==> config.mk <==
export PLATFORM = sky130hd
export DESIGN_NAME = bsr_reporter
export DESIGN_NICKNAME = d
export VERILOG_FILES = /design/src/bsr_pkg.sv /design/src/bsr_reporter.sv
export SDC_FILE = /design/constraint.sdc
export NUM_CORES = 1
export LEC_CHECK = 0
export ABC_AREA = 1
export ABC_CLOCK_PERIOD_IN_PS = 7200
export CAP_MARGIN = 25
export CORE_MARGIN = 2
export CORE_UTILIZATION = 30
export CTS_CLUSTER_DIAMETER = 100
export DETAILED_ROUTE_END_ITERATION = 8
export DONT_BUFFER_PORTS = 1
export PLACE_DENSITY = 0.55
export SKIP_CTS_REPAIR_TIMING = 1
export SKIP_LAST_GASP = 1
export SLEW_MARGIN = 20
export SYNTH_ARGS = -nofsm -noshare
export SYNTH_HDL_FRONTEND = slang
export SYNTH_SLANG_ARGS = --single-unit
==> constraint.sdc <==
create_clock -name pclk -period 7.2 [get_ports pclk]
set_input_delay 0.72 -clock pclk [delete_from_list [all_inputs] [get_ports pclk]]
set_output_delay 0.72 -clock pclk [all_outputs]
set_load 0.02 [all_outputs]
==> src/bsr_pkg.sv <==
`default_nettype none
package bsr_pkg;

    // ************************************************************
    // Status codes carried in each reply
    // ************************************************************
    localparam logic [7:0] STS_OK = 8'h00;
    localparam logic [7:0] STS_UNSUP_CMD = 8'hc0;
    localparam logic [7:0] STS_PACKET = 8'hc1;
    localparam logic [7:0] STS_CHECKSUM = 8'hc2;
    localparam logic [7:0] STS_PARAM = 8'hd0;
    localparam logic [7:0] STS_BAD_ADDR = 8'hd2;
    localparam logic [7:0] STS_CERT_AREA = 8'hd3;
    localparam logic [7:0] STS_NOT_ACCEPTED = 8'hd5;
    localparam logic [7:0] STS_LC_UNMATCHED = 8'hd6;
    localparam logic [7:0] STS_HARDWARE = 8'hd7;
    localparam logic [7:0] STS_PROTECTION = 8'hda;
    localparam logic [7:0] STS_TRUSTED = 8'hdb;
    localparam logic [7:0] STS_SECURE = 8'he4;
    localparam logic [7:0] STS_FLASH_ACCESS = 8'he5;
    localparam logic [7:0] STS_VERIFY = 8'he8;
    localparam logic [7:0] STS_FLASH_INIT = 8'he7;

    // ************************************************************
    // Trusted-system detail words
    // ************************************************************
    localparam logic [31:0] TS_BAD_VERSION = 32'haaaa0101;
    localparam logic [31:0] TS_LEN_RANGE = 32'haaaa0102;
    localparam logic [31:0] TS_MISSING_FIELD = 32'haaaa0103;
    localparam logic [31:0] TS_PAST_END = 32'haaaa0104;
    localparam logic [31:0] TS_IMAGE_LEN = 32'haaaa0105;
    localparam logic [31:0] TS_CRC_CALC = 32'haaaa0200;
    localparam logic [31:0] TS_CRC_MISMATCH = 32'haaaa0300;
    localparam logic [31:0] UNUSED_WORD = 32'hffffffff;

    // ************************************************************
    // Lifecycle state codes
    // ************************************************************
    localparam logic [7:0] LC_MANUFACTURER = 8'h04;
    localparam logic [7:0] LC_LOCKED_BOOT = 8'h06;
    localparam logic [7:0] LC_RETURN_REQ = 8'h07;
    localparam logic [7:0] LC_RETURN_ACK = 8'h08;
    localparam logic [7:0] LC_RETURNED = 8'h09;

    // ************************************************************
    // Reply packet framing
    // ************************************************************
    localparam logic [7:0] RES_OK_FORM = 8'h00;
    localparam logic [7:0] RES_ERR_FORM = 8'h80;
    localparam logic [7:0] DATA_PACKET_START = 8'h81;
    localparam logic [7:0] PACKET_END = 8'h03;
    localparam logic [7:0] LEN_HIGH = 8'h00;
    localparam logic [7:0] LEN_LOW = 8'h0a;
    localparam logic [3:0] LAST_BYTE_IDX = 4'he;

    // ************************************************************
    // Register map and reset values
    // ************************************************************
    localparam logic [7:0] REG_CTRL = 8'h00;
    localparam logic [7:0] REG_STATUS = 8'h04;
    localparam logic [7:0] REG_DETAIL = 8'h08;
    localparam logic [7:0] REG_FAIL_ADDR = 8'h0c;
    localparam logic [7:0] REG_LIFECYCLE = 8'h10;
    localparam logic [7:0] REG_COUNT = 8'h14;
    localparam int CTRL_ENABLE_BIT = 0;
    localparam int STAT_BUSY_BIT = 8;
    localparam int STAT_ERR_BIT = 9;
    localparam int STAT_LC_CHANGED_BIT = 10;
    localparam logic CTRL_ENABLE_RST = 1'b1;

    // Faults reported with a command, highest priority first
    typedef struct packed {
        logic unsup_cmd;
        logic packet;
        logic checksum;
        logic param;
        logic bad_addr;
        logic cert_area;
        logic not_accepted;
        logic lc_unmatched;
        logic hardware;
        logic protection;
        logic trusted;
        logic secure;
        logic flash_access;
        logic verify;
        logic flash_init;
    } bsr_fault_t;

    // One reply as sent
    typedef struct packed {
        logic [7:0] response_code;
        logic [7:0] status_code;
        logic [31:0] status_detail_word;
        logic [31:0] fail_addr;
        logic [7:0] sum;
    } bsr_reply_t;

    typedef enum logic [1:0] {
        ST_IDLE = 2'b00,
        ST_SEND = 2'b01,
        ST_DONE = 2'b11
    } bsr_state_t;

endpackage
`default_nettype wire

==> src/bsr_reporter.sv <==
// Functional notes
// - C0 unsupported, C1 format, C2 checksum
// - D0 parameter, D2 address outside boundaries
// - D3 certificate storage area invalid
// - D5 command not allowed in state
// - D6 lifecycle changed without reset
// - D7 abnormal stored memory value
// - DA protected area or prohibited action
// - DB trusted-system checker abnormality
// - E4 area beyond current privilege
// - E5 flash locked or driver fault
// - E8 read-back verify mismatch
// - E7 flash init failed; 00 normal
// - Nonzero status gives error response form
// - Detail: flash status, else all ones; the code sends the trusted-system word for DB
// - Clear flash status after reply sent
// - Failure address on flash error, else ones
// - Trusted-system codes for manifest faults
// - Trusted-system codes for CRC faults
// - One-byte lifecycle state codes
// - Response is command OR 00h/80h
// - Packet 81h start, 03h end, sum
//
// The implementer's own choices: the register addresses and the APB register port.
`timescale 1ns/1ns
`default_nettype none
module bsr_reporter #(
    parameter int ADDR_W = 8
) (
    // Clock and reset
    input wire logic pclk,
    input wire logic presetn,
    // APB slave
    input wire logic psel,
    input wire logic penable,
    input wire logic pwrite,
    input wire logic [ADDR_W-1:0] paddr,
    input wire logic [31:0] pwdata,
    output logic [31:0] prdata,
    output logic pready,
    output logic pslverr,
    // Command outcome from the interpreter
    input wire logic req_valid,
    output logic req_ready,
    input wire logic [7:0] req_cmd,
    input wire bsr_pkg::bsr_fault_t req_faults,
    input wire logic [2:0] req_ts_sel,
    input wire logic [31:0] flash_ctrl_status,
    input wire logic [31:0] flash_fail_addr,
    // Reply byte stream
    output logic tx_valid,
    output logic [7:0] tx_data,
    input wire logic tx_ready,
    // Flash side
    output logic flash_status_clear,
    output logic [7:0] lifecycle_state
);

    // ************************************************************
    // Helper functions
    // ************************************************************

    // Fixed priority picks exactly one code
    function automatic logic [7:0] pick_status(input bsr_pkg::bsr_fault_t f);
        logic [7:0] s;
        s = bsr_pkg::STS_OK;
        if (f.unsup_cmd) s = bsr_pkg::STS_UNSUP_CMD;
        else if (f.packet) s = bsr_pkg::STS_PACKET;
        else if (f.checksum) s = bsr_pkg::STS_CHECKSUM;
        else if (f.param) s = bsr_pkg::STS_PARAM;
        else if (f.bad_addr) s = bsr_pkg::STS_BAD_ADDR;
        else if (f.cert_area) s = bsr_pkg::STS_CERT_AREA;
        else if (f.not_accepted) s = bsr_pkg::STS_NOT_ACCEPTED;
        else if (f.lc_unmatched) s = bsr_pkg::STS_LC_UNMATCHED;
        else if (f.hardware) s = bsr_pkg::STS_HARDWARE;
        else if (f.protection) s = bsr_pkg::STS_PROTECTION;
        else if (f.trusted) s = bsr_pkg::STS_TRUSTED;
        else if (f.secure) s = bsr_pkg::STS_SECURE;
        else if (f.flash_access) s = bsr_pkg::STS_FLASH_ACCESS;
        else if (f.verify) s = bsr_pkg::STS_VERIFY;
        else if (f.flash_init) s = bsr_pkg::STS_FLASH_INIT;
        return s;
    endfunction

    // Trusted-system detail selector
    function automatic logic [31:0] ts_word(input logic [2:0] sel);
        logic [31:0] w;
        case (sel)
            3'h0: w = bsr_pkg::TS_BAD_VERSION;
            3'h1: w = bsr_pkg::TS_LEN_RANGE;
            3'h2: w = bsr_pkg::TS_MISSING_FIELD;
            3'h3: w = bsr_pkg::TS_PAST_END;
            3'h4: w = bsr_pkg::TS_IMAGE_LEN;
            3'h5: w = bsr_pkg::TS_CRC_CALC;
            3'h6: w = bsr_pkg::TS_CRC_MISMATCH;
            default: w = bsr_pkg::UNUSED_WORD;
        endcase
        return w;
    endfunction

    // Two's complement of the byte sum from length to address
    function automatic logic [7:0] pkt_sum(input logic [7:0] res, input logic [7:0] sts,
                                           input logic [31:0] det, input logic [31:0] adr);
        logic [7:0] s;
        s = bsr_pkg::LEN_HIGH + bsr_pkg::LEN_LOW + res + sts;
        for (int i = 0; i < 4; i++) begin
            s = s + det[8*i +: 8] + adr[8*i +: 8];
        end
        return 8'(-s);
    endfunction

    // Byte at a position of the reply, words most significant first
    function automatic logic [7:0] pkt_byte(input logic [3:0] idx, input bsr_pkg::bsr_reply_t r);
        logic [7:0] b;
        case (idx)
            4'h0: b = bsr_pkg::DATA_PACKET_START;
            4'h1: b = bsr_pkg::LEN_HIGH;
            4'h2: b = bsr_pkg::LEN_LOW;
            4'h3: b = r.response_code;
            4'h4: b = r.status_code;
            4'h5: b = r.status_detail_word[31:24];
            4'h6: b = r.status_detail_word[23:16];
            4'h7: b = r.status_detail_word[15:8];
            4'h8: b = r.status_detail_word[7:0];
            4'h9: b = r.fail_addr[31:24];
            4'ha: b = r.fail_addr[23:16];
            4'hb: b = r.fail_addr[15:8];
            4'hc: b = r.fail_addr[7:0];
            4'hd: b = r.sum;
            4'he: b = bsr_pkg::PACKET_END;
            default: b = bsr_pkg::PACKET_END;
        endcase
        return b;
    endfunction

    function automatic logic lc_code_ok(input logic [7:0] c);
        return (c == bsr_pkg::LC_MANUFACTURER) || (c == bsr_pkg::LC_LOCKED_BOOT) ||
               (c == bsr_pkg::LC_RETURN_REQ) || (c == bsr_pkg::LC_RETURN_ACK) ||
               (c == bsr_pkg::LC_RETURNED);
    endfunction

    // ************************************************************
    // Reply assembly
    // ************************************************************
    bsr_pkg::bsr_state_t state_r;
    bsr_pkg::bsr_reply_t reply_r;
    bsr_pkg::bsr_reply_t reply_nxt;
    bsr_pkg::bsr_fault_t faults_eff;
    logic [3:0] idx_r;
    logic enable_r;
    logic lc_changed_r;
    logic [15:0] count_r;
    logic take;
    logic last_sent;
    logic req_cmd_hi_r;

    assign take = req_valid && req_ready;
    assign last_sent = (state_r == bsr_pkg::ST_SEND) && tx_valid && tx_ready &&
                       (idx_r == bsr_pkg::LAST_BYTE_IDX + 4'h1);

    // A pending lifecycle change is ORed into the caller's own flag
    always_comb begin
        faults_eff = req_faults;
        faults_eff.lc_unmatched = req_faults.lc_unmatched || lc_changed_r;
        reply_nxt.status_code = pick_status(faults_eff);
        reply_nxt.response_code = req_cmd | ((reply_nxt.status_code != bsr_pkg::STS_OK) ?
                                  bsr_pkg::RES_ERR_FORM : bsr_pkg::RES_OK_FORM);
        if (reply_nxt.status_code == bsr_pkg::STS_FLASH_ACCESS) begin
            reply_nxt.status_detail_word = flash_ctrl_status;
            reply_nxt.fail_addr = flash_fail_addr;
        end else if (reply_nxt.status_code == bsr_pkg::STS_TRUSTED) begin
            reply_nxt.status_detail_word = ts_word(req_ts_sel);
            reply_nxt.fail_addr = bsr_pkg::UNUSED_WORD;
        end else begin
            reply_nxt.status_detail_word = bsr_pkg::UNUSED_WORD;
            reply_nxt.fail_addr = bsr_pkg::UNUSED_WORD;
        end
        reply_nxt.sum = pkt_sum(reply_nxt.response_code, reply_nxt.status_code,
                                reply_nxt.status_detail_word, reply_nxt.fail_addr);
    end

    // Sequencer: latch, stream fifteen bytes, then release flash status
    always_ff @(posedge pclk or negedge presetn) begin
        if (!presetn) begin
            state_r <= bsr_pkg::ST_IDLE;
            reply_r <= '0;
            idx_r <= 4'h0;
            tx_valid <= 1'b0;
            tx_data <= 8'h00;
            req_ready <= 1'b0;
            flash_status_clear <= 1'b0;
        end else begin
            flash_status_clear <= 1'b0;
            case (state_r)
                bsr_pkg::ST_IDLE: begin
                    req_ready <= enable_r;
                    if (take) begin
                        req_ready <= 1'b0;
                        reply_r <= reply_nxt;
                        tx_valid <= 1'b1;
                        tx_data <= bsr_pkg::DATA_PACKET_START;
                        idx_r <= 4'h1;
                        state_r <= bsr_pkg::ST_SEND;
                    end
                end
                bsr_pkg::ST_SEND: begin
                    // Host back-pressure just holds the current byte
                    if (tx_ready) begin
                        if (last_sent) begin
                            tx_valid <= 1'b0;
                            flash_status_clear <= 1'b1;
                            state_r <= bsr_pkg::ST_DONE;
                        end else begin
                            tx_data <= pkt_byte(idx_r, reply_r);
                            idx_r <= idx_r + 4'h1;
                        end
                    end
                end
                bsr_pkg::ST_DONE: begin
                    state_r <= bsr_pkg::ST_IDLE;
                end
                default: begin
                    state_r <= bsr_pkg::ST_IDLE;
                    tx_valid <= 1'b0;
                end
            endcase
        end
    end

    // Replies sent since reset
    always_ff @(posedge pclk or negedge presetn) begin
        if (!presetn) begin
            count_r <= 16'h0000;
        end else if (last_sent) begin
            count_r <= count_r + 16'h0001;
        end
    end

    // ************************************************************
    // APB register file
    // ************************************************************
    logic apb_setup;
    logic apb_wr;
    logic bad_addr;
    logic bad_lc;
    logic [31:0] rd_word;

    assign apb_setup = psel && !penable;
    assign apb_wr = psel && penable && pready && pwrite;
    assign bad_lc = pwrite && (paddr == bsr_pkg::REG_LIFECYCLE) && !lc_code_ok(pwdata[7:0]);

    always_comb begin
        bad_addr = 1'b0;
        rd_word = 32'h00000000;
        case (paddr)
            bsr_pkg::REG_CTRL: rd_word[bsr_pkg::CTRL_ENABLE_BIT] = enable_r;
            bsr_pkg::REG_STATUS: begin
                rd_word[7:0] = reply_r.status_code;
                rd_word[bsr_pkg::STAT_BUSY_BIT] = (state_r != bsr_pkg::ST_IDLE);
                rd_word[bsr_pkg::STAT_ERR_BIT] = (reply_r.status_code != bsr_pkg::STS_OK);
                rd_word[bsr_pkg::STAT_LC_CHANGED_BIT] = lc_changed_r;
            end
            bsr_pkg::REG_DETAIL: rd_word = reply_r.status_detail_word;
            bsr_pkg::REG_FAIL_ADDR: rd_word = reply_r.fail_addr;
            bsr_pkg::REG_LIFECYCLE: rd_word[7:0] = lifecycle_state;
            bsr_pkg::REG_COUNT: rd_word[15:0] = count_r;
            default: bad_addr = 1'b1;
        endcase
    end

    // Zero-wait answer prepared in the setup cycle
    always_ff @(posedge pclk or negedge presetn) begin
        if (!presetn) begin
            pready <= 1'b0;
            pslverr <= 1'b0;
            prdata <= 32'h00000000;
        end else begin
            pready <= apb_setup;
            pslverr <= apb_setup && (bad_addr || bad_lc);
            prdata <= (apb_setup && !pwrite) ? rd_word : 32'h00000000;
        end
    end

    // Control and lifecycle registers
    always_ff @(posedge pclk or negedge presetn) begin
        if (!presetn) begin
            enable_r <= bsr_pkg::CTRL_ENABLE_RST;
            lifecycle_state <= bsr_pkg::LC_MANUFACTURER;
            lc_changed_r <= 1'b0;
        end else if (apb_wr && !pslverr) begin
            if (paddr == bsr_pkg::REG_CTRL) begin
                enable_r <= pwdata[bsr_pkg::CTRL_ENABLE_BIT];
            end
            // Only a reset clears the pending-change mark
            if (paddr == bsr_pkg::REG_LIFECYCLE && pwdata[7:0] != lifecycle_state) begin
                lifecycle_state <= pwdata[7:0];
                lc_changed_r <= 1'b1;
            end
        end
    end

    // Command top bit, kept for the response-form check only
    always_ff @(posedge pclk or negedge presetn) begin
        if (!presetn) begin
            req_cmd_hi_r <= 1'b0;
        end else if (take) begin
            req_cmd_hi_r <= req_cmd[7];
        end
    end
endmodule
`default_nettype wire

# After elaboration in Yosys (flattened, before gate mapping)
# Cells that the tools add are included.
op_classes:
  bitwise: 2
  muxes: 47
  reduce_logical: 39
  n_addsub: 13
  eq_ne: 39
ops:
  columns: ["operator", "n"]
  rows:
  - ["one-hot mux 31 bit (7 select lines)", 1]
  - ["two-way mux 8 bit", 19]
  - ["two-way mux 64 bit", 2]
  - ["one-hot mux 8 bit (14 select lines)", 1]
  - ["adder 8 bit", 9]
  - ["one-hot mux 7 bit (5 select lines)", 1]
  - ["equality test 8 x 3 -> 1 bit, second input constant", 4]
  - ["equality test 8 x 4 -> 1 bit, second input constant", 4]
  - ["two-way mux 32 bit", 1]
  - ["one-hot mux 16 bit (2 select lines)", 1]
  - ["equality test 4 bit, second input constant", 7]
  - ["adder 16 x 1 -> 16 bit, second input constant", 1]
  - ["equality test 4 x 3 -> 1 bit, second input constant", 4]
  - ["equality test 8 x 5 -> 1 bit, second input constant", 2]
  - ["equality test 8 bit, second input constant", 2]
  - ["one-hot mux 8 bit (2 select lines)", 1]
  - ["nonzero test 8 bit", 2]
  - ["one-hot mux 5 bit (3 select lines)", 1]
  - ["logical AND 1 bit", 14]
  - ["two-way mux 4 bit", 3]
  - ["one-hot mux 3 bit (4 select lines)", 1]
  - ["equality test 3 bit, second input constant", 3]
  - ["adder 4 x 8 -> 8 bit, first input constant", 1]
  - ["equality test 4 x 2 -> 1 bit, second input constant", 2]
  - ["28 further kinds", 53]
word_totals:
  reg_bits: 165
  wordCells: 158
  inputBits: 137
  out_inout_bits: 53

# Longest topological paths before layout
# Gate-level depths: netlist of run 1.
depth:
  depth_word: 29
  depth_mapped: 40
  mapped_depth_nobuf: 39

# Worst setup path before layout of run 1
# Ideal clock, no wire load.
synth_timing:
  kind: "input to register"
  from: "input req_faults[11] (netlist name)"
  to: "register reply_r[7] (netlist name)"
  t_arrival_ns: 6.222
  n_path_buf: 3
  setup_time_ns: 0.117
  t_required_ns: 7.083
  cell_stages: 31
  path_slack_ns: 0.862
  cell_sequence: "or2_4 nor3_2 nand2_2 nor2_2 nand3_2 nor2_4 buf_6 buf_2 buf_2 nand2_1 fa_1 inv_1 fa_1 fa_1 inv_1 fa_1 inv_1 fa_1 fa_1 a21oi_1 nor2_1 o21ai_0 nand2_1 a21oi_1 xnor2_1 xnor2_1 inv_1 nand3_1 nand2_1 nand2_1 nand2_1"
synth_rtl:
  columns: ["item", "line", "rtl"]
  rows:
  - ["start: declaration", "bsr_reporter.sv:46", "input wire bsr_pkg::bsr_fault_t req_faults,"]
  - ["end signal: assignment", "bsr_reporter.sv:199", "reply_r <= reply_nxt;"]
  - ["end: declaration", "bsr_reporter.sv:146", "bsr_pkg::bsr_reply_t reply_r;"]

==> key figures, run 1 <==
Place
  • Input/output buffers: 0
  • Placed cell count: 1664
  • Gpl congestion: 0.890
  • Dpl hpwl: 25700 um

Floorplan
  • Die Area: 0.0350 sq mm
  • # IOs: 190
  • Die span in y: 187 um
  • Core area: 0.0333 sq mm
  • Die Width: 187 um
  • Row cnt: 67
  • Starting density of the core: 30.2%

Drt
  • Total wire length: 32600 um
  • Drt drc: 0
  • Vias/cell: 4.92
  • Routed WL per cell: 19.2 um
  • Total vias in the final route: 8348
  • TritonRoute pass-1 iters: 7
  • DR iter-0 viols: 814
  • ANT nets after route: 0

Cells and area
  • Nets@finish: 1440
  • Finished Layout Cells: 1698
  • Number of fill cells in the layout: 3528
  • Share of layout cells above drive strength 1: 8.32%
  • Layout Area Growth over Synthesis: 12.2%
  • Antenna cell count: 0

Status
  • Outcome: finished, final reports clean

Timing
  • Setup Total Neg Slack: 0 ns
  • Fmax: 152 MHz
  • Final slew viol count: 0
  • Clk_skew: 0.00965 ns
  • Worst-Margin Slew: 0.976 ns
  • Relative slew slack: 34.9%
  • Final Hold Vio Count: 0
  • Setup Viol. Count Final: 0
  • Part of the cycle the worst path needs: 91.2%
  • Crit path time final: 6.57 ns
  • Unrepaired setup endpoints after global routing: no

Critical path
  • Worst reg2reg startpoint: lc_changed_r$_DFFE_PN0P_
  • Worst r2r path cells: 37
  • CP top delay family: adder cells
  • Data required, critical path: 7.52 ns
  • Crit path arrival time: 6.89 ns
  • Crit end category: flop
  • Crit-path max cell delay: 0.54 ns
  • Crit path max-delay cell type: fa_1
  • Critical Setup Path Class: reg -> reg
  • WP depth: 37
  • Setup crit start kind: flop
  • CP endpoint: reply_r[7]$_DFFE_PN0P_
  • Flop2flop setup slack: 0.63 ns
  • Crit path launch: lc_changed_r$_DFFE_PN0P_
  • Worst r2r dst: reply_r[7]$_DFFE_PN0P_
  • Max FO, Critical Path: 6
  • Most Frequent Cell on Critical Path: nand2_1
  • Worst path bufs/invs: 8

Yosys
  • Synth warn: 0
  • Count leader, synth: inv_1
  • Post-synthesis sequential area ratio: 40.8%
  • Synth top area share: 40.3%
  • Unique masters post-synth: 47
  • Synth Instances: 1230
  • EDFF count, synth: 0
  • Net Count, Synth: 1433
  • Post-synth top area cell: dfrtp_1
  • Synthesized area: 0.0101 sq mm
  • Synth cell count leaders: inv_1 (257), nand2_1 (241), dfrtp_1 (162), o21ai_0 (108), nor2_1 (77)
  • Post-synth top flop: dfrtp_1
  • Synth top area cells: dfrtp_1 (40%), fa_1 (9.9%), inv_1 (9.6%)
  • Mean post-synth cell area: 8.18 sq um
  • Register bit total from synthesis: 164
  • Fraction of registers with async set/reset: 100%

Clock network
  • Worst-path clk slew: 0.07 ns
  • H-tree levels: 4
  • Sink Count: 164
  • Root Buffer Master: clkbuf_16
  • Clk_lat worst skew: 0.43 ns
  • CTS tree: built
  • Cts bufs inserted: 17
  • Clk buf depth: 2

GRT
  • First-pass GRT wire length: 50200 um
  • Met2 Use GR: 27.6%
  • Largest net degree at the start of global routing: 165
  • Antenna violations before repair: 2
  • Vias in the first global route: 8189
  • Met3 Use GR: 4.41%
  • Gr ovfl total: 0
  • Top Usage Layer GRT: met1
  • GRT Total Usage: 19.0%
  • Grt met1 use: 28.5%

Worst hold path
  • Hold/Removal Path Class: in -> async

Pwr
  • Leak Pwr: 5.08 nW
  • Worst vdd ir: 0.180 mV
  • P per Cell Area: 259 mW/mm^2

Job
  • Max Cap Viol: 0
per-layer routing:
layer | up-vias | part of all wire (%) | routed length [um]
li1 | 3925 | - | -
met4 | 4 | 1.6 | 507
met2 | 366 | 42 | 13800
met3 | 34 | 8.4 | 2750
met5 | - | 0.077 | 25
met1 | 4019 | 48 | 15500
final cells by class:
| type | count | area (sq um) | area share [%] |
|---|---|---|---|
| Sequential cell | 164 | 4110 | 36.4 |
| Timing Repair Buffer | 29 | 263 | 2.33 |
| Clock buffer | 20 | 447 | 3.96 |
| Tap cell | 448 | 561 | 4.96 |
| Clock inverter | 12 | 131 | 1.16 |
| Inverter | 261 | 980 | 8.68 |
| Multi-Input combinational cell | 764 | 4800 | 42.5 |
worst min path at each step:
| stage | cells past startpoint | slack (ns) | to | from |
|---|---|---|---|---|
| final | 0 | 0.13 | lifecycle_state[2]$_DFFE_PN1P_ | presetn |
| after global routing | 0 | 0.11 | lifecycle_state[2]$_DFFE_PN1P_ | presetn |
| after CTS | 0 | -0.03 | lifecycle_state[4]$_DFFE_PN0P_ | presetn |
| after detailed placement | 0 | 0.43 | lifecycle_state[4]$_DFFE_PN0P_ | presetn |
| after global placement | 0 | 0.43 | lifecycle_state[4]$_DFFE_PN0P_ | presetn |
| after floorplan | 0 | 0.42 | count_r[0]$_DFFE_PN0P_ | presetn |
stage by stage:
stage	worst slack (ns)	hold slack [ns]	area, sq um	util [%]	total power, W
detailed placement	0.246	0.429	10700	32.1	0.00198
global placement	0.280	0.429	10700	32.1	0.00196
finish	0.634	0.129	11300	33.9	0.00292
global route	0.0405	0.108	11300	33.9	0.00308
CTS	0.572	-0.0289	11300	33.8	0.00289
floorplan	0.862	0.424	10100	-	0.00172
placed cells by master (no fill, tap or decap), types with 3 or more instances in the layout:
master,n
nand3_2,3
o211ai_1,3
nand3_1,53
a22o_1,3
clkinv_2,3
clkbuf_16,17
nand2_1,240
nor2_2,6
a211oi_1,4
a32o_1,4
nand4_1,7
buf_4,25
inv_1,257
xor2_1,14
dfrtp_1,162
a31oi_1,9
or2_2,14
ha_1,16
nor4_1,3
clkinvlp_4,4
a21oi_1,36
o221ai_1,3
fa_1,50
xnor2_1,19
o22ai_1,26
nand2_2,7
inv_2,3
a221oi_1,25
nor2_1,76
o21ai_0,108
mux2i_1,3
nor3_1,12
registers in the layout (all words and copies together) (netlist names):
register	count
req_ready	1
count_r	16
pready	1
state_r	2
prdata	32
tx_valid	1
idx_r	4
enable_r	1
tx_data	8
lc_changed_r	1
flash_status_clear	1
pslverr	1
lifecycle_state	8
reply_r	87
power breakdown:
group	internal, W	total [W]	switching (W)
Combinational	0.000248	0.000767	0.000519
Sequential	0.00106	0.00124	0.000180
Clock	0.000520	0.000912	0.000392
Total	0.00183	0.00292	0.00109
cell families (layout without fill, tap and decap cells):
| group | after synthesis | count (layout) | share of synthesized area [%] |
|---|---|---|---|
| AND/OR/NAND/NOR | 433 | 433 | 18.8 |
| multiplexers | 4 | 4 | 0.410 |
| buffers and inverters | 302 | 322 | 11.6 |
| adder cells (fa/ha/maj) | 66 | 66 | 11.9 |
| XOR/XNOR | 33 | 33 | 2.87 |
| flip-flops | 164 | 164 | 40.8 |
| AO/OA/AOI/OAI | 228 | 228 | 13.5 |
Note: power is estimated with default switching activity, not from simulation.
==> run 2, diff against run 1 <==
CORE_MARGIN = 5   (was 2)
PLACE_DENSITY = 0.52   (was 0.55)
==> key figures, run 2 (synthesis gave the netlist of run 1 again) <==
Floorplan
  • Die Width: 193 um
  • Row cnt: 67
  • Die Area: 0.0373 sq mm
  • Starting density of the core: 30.2%
  • Core area: 0.0334 sq mm
  • # IOs: 190
  • Die span in y: 193 um

GRT
  • Antenna violations before repair: 3
  • GRT Total Usage: 18.0%
  • Vias in the first global route: 8168
  • Gr ovfl total: 0
  • Largest net degree at the start of global routing: 165
  • First-pass GRT wire length: 50000 um

Place
  • Dpl hpwl: 26500 um
  • Input/output buffers: 0
  • Placed cell count: 1660
  • Gpl congestion: 0.887

Drt
  • Total wire length: 33500 um
  • Total vias in the final route: 8255
  • ANT nets after route: 0
  • DR iter-0 viols: 686
  • TritonRoute pass-1 iters: 5
  • Routed WL per cell: 19.8 um
  • Drt drc: 0
  • Vias/cell: 4.87

Worst hold path
  • Hold/Removal Path Class: in -> async

Timing
  • Setup Total Neg Slack: 0 ns
  • Relative slew slack: 40.5%
  • Final Hold Vio Count: 0
  • Fmax: 152 MHz
  • Setup Viol. Count Final: 0
  • Clk_skew: 0.00824 ns
  • Worst-Margin Slew: 0.893 ns
  • Unrepaired setup endpoints after global routing: no
  • Part of the cycle the worst path needs: 91.4%
  • Final slew viol count: 0
  • Crit path time final: 6.58 ns

Cells and area
  • Nets@finish: 1437
  • Largest register FFs: 87
  • Largest reg by FF count: reply_r
  • Commonest non-fill, non-tap cell in the layout: inv_1
  • Finished Layout Cells: 1696
  • Most frequent cells in the layout: inv_1 (257), nand2_1 (241), dfrtp_1 (162), o21ai_0 (108), nor2_1 (76)
  • Share of layout cells above drive strength 1: 8.18%
  • Number of fill cells in the layout: 3538
  • Top flop regs: reply_r (87), prdata (32), count_r (16)
  • Util after Layout: 33.9%
  • Layout Area Growth over Synthesis: 12.4%

Pwr
  • Leak Pwr: 5.09 nW
  • Worst vdd ir: 0.138 mV
  • Clk pwr share: 31.0%
  • Net Switching: 0.00111 W
  • Sw Share: 38.2%
  • Total internal power: 0.00180 W
  • Sequential share of power: 42.7%
  • Comb pwr share: 26.3%
  • P per Cell Area: 257 mW/mm^2

Clock network
  • Cts bufs inserted: 17
  • CTS tree: built
  • Clk buf depth: 2
  • Worst-path clk slew: 0.07 ns
  • Root Buffer Master: clkbuf_16
  • H-tree levels: 4
  • Sink Count: 164
  • Clk_lat worst skew: 0.43 ns

Status
  • Outcome: finished, final reports clean

Critical path
  • Data required, critical path: 7.52 ns
  • Setup crit start kind: flop
  • Crit path max-delay cell type: fa_1
  • Critical Setup Path Class: reg -> reg
  • Crit end category: flop
  • CP top delay family: adder cells
  • Crit-path max cell delay: 0.51 ns
  • Max FO, Critical Path: 7
  • Crit path arrival time: 6.90 ns
  • Worst path bufs/invs: 7

Job
  • Max Cap Viol: 0
-- run 2: cell types whose count changed in the layout (fill, tap and decap cells not counted), moves of 2 or more --
cell,before,now
clkbuf_1,2,0
buf_4,25,20
clkinv_2,3,1
inv_8,0,2
buf_12,2,4
clkinv_4,2,5
inv_6,1,3
-- run 2: path summary, 6_finish.rpt --
kind                                           from                              to  slack [ns]  cells past startpoint
setup / recovery           lc_changed_r$_DFFE_PN0P_          reply_r[7]$_DFFE_PN0P_        0.62                     35
hold / removal                              presetn  lifecycle_state[2]$_DFFE_PN1P_        0.12                      0
setup reg to reg           lc_changed_r$_DFFE_PN0P_          reply_r[7]$_DFFE_PN0P_        0.62                     35
hold reg to reg              reply_r[0]$_DFFE_PN0P_          reply_r[0]$_DFFE_PN0P_        0.48                      2
max in group asynchronous                   presetn         reply_r[85]$_DFFE_PN0P_        6.56                      1
min in group pclk                           penable                pready$_DFF_PN0_        0.36                      1
-- run 2: layer usage --
layer	wire length (um)	global-route usage [%]	up-vias	part of all wire [%]
met5	27	0	-	0.081
met4	678	4.87	4	2.0
met3	2850	4.63	50	8.5
met2	14300	26.7	359	43
met1	15700	26.2	3929	47
li1	-	-	3913	-
-- run 2: area by class of cell --
class	instances	area [sq um]	share of cell area (%)
multi-input cells	764	4800	42.5
well taps	448	561	4.96
clock inverters	15	150	1.33
clock buffers	17	425	3.76
inverters	261	980	8.66
flip-flops and latches	164	4110	36.3
diodes	1	2.50	0.0221
repair buffers	26	285	2.52
-- run 2: power groups by stage --
stage               Sequential, W  Combinational (W)  Clock, W
global route              0.00126           0.000849  0.000957
floorplan                 0.00118           0.000544         0
global placement          0.00125           0.000717         0
detailed placement        0.00125           0.000726         0
CTS                       0.00123           0.000730  0.000924
finish                    0.00124           0.000763  0.000902
-- run 2: through the flow --
stage	power, W	setup WS, ns	hold slack [ns]	area [sq um]
after floorplan	0.00172	0.862	0.424	10100
after global placement	0.00197	0.172	0.428	10700
after detailed placement	0.00198	0.145	0.429	10700
after CTS	0.00289	0.468	-0.0473	11200
after global routing	0.00306	0.0369	0.0983	11300
final	0.00291	0.621	0.121	11300
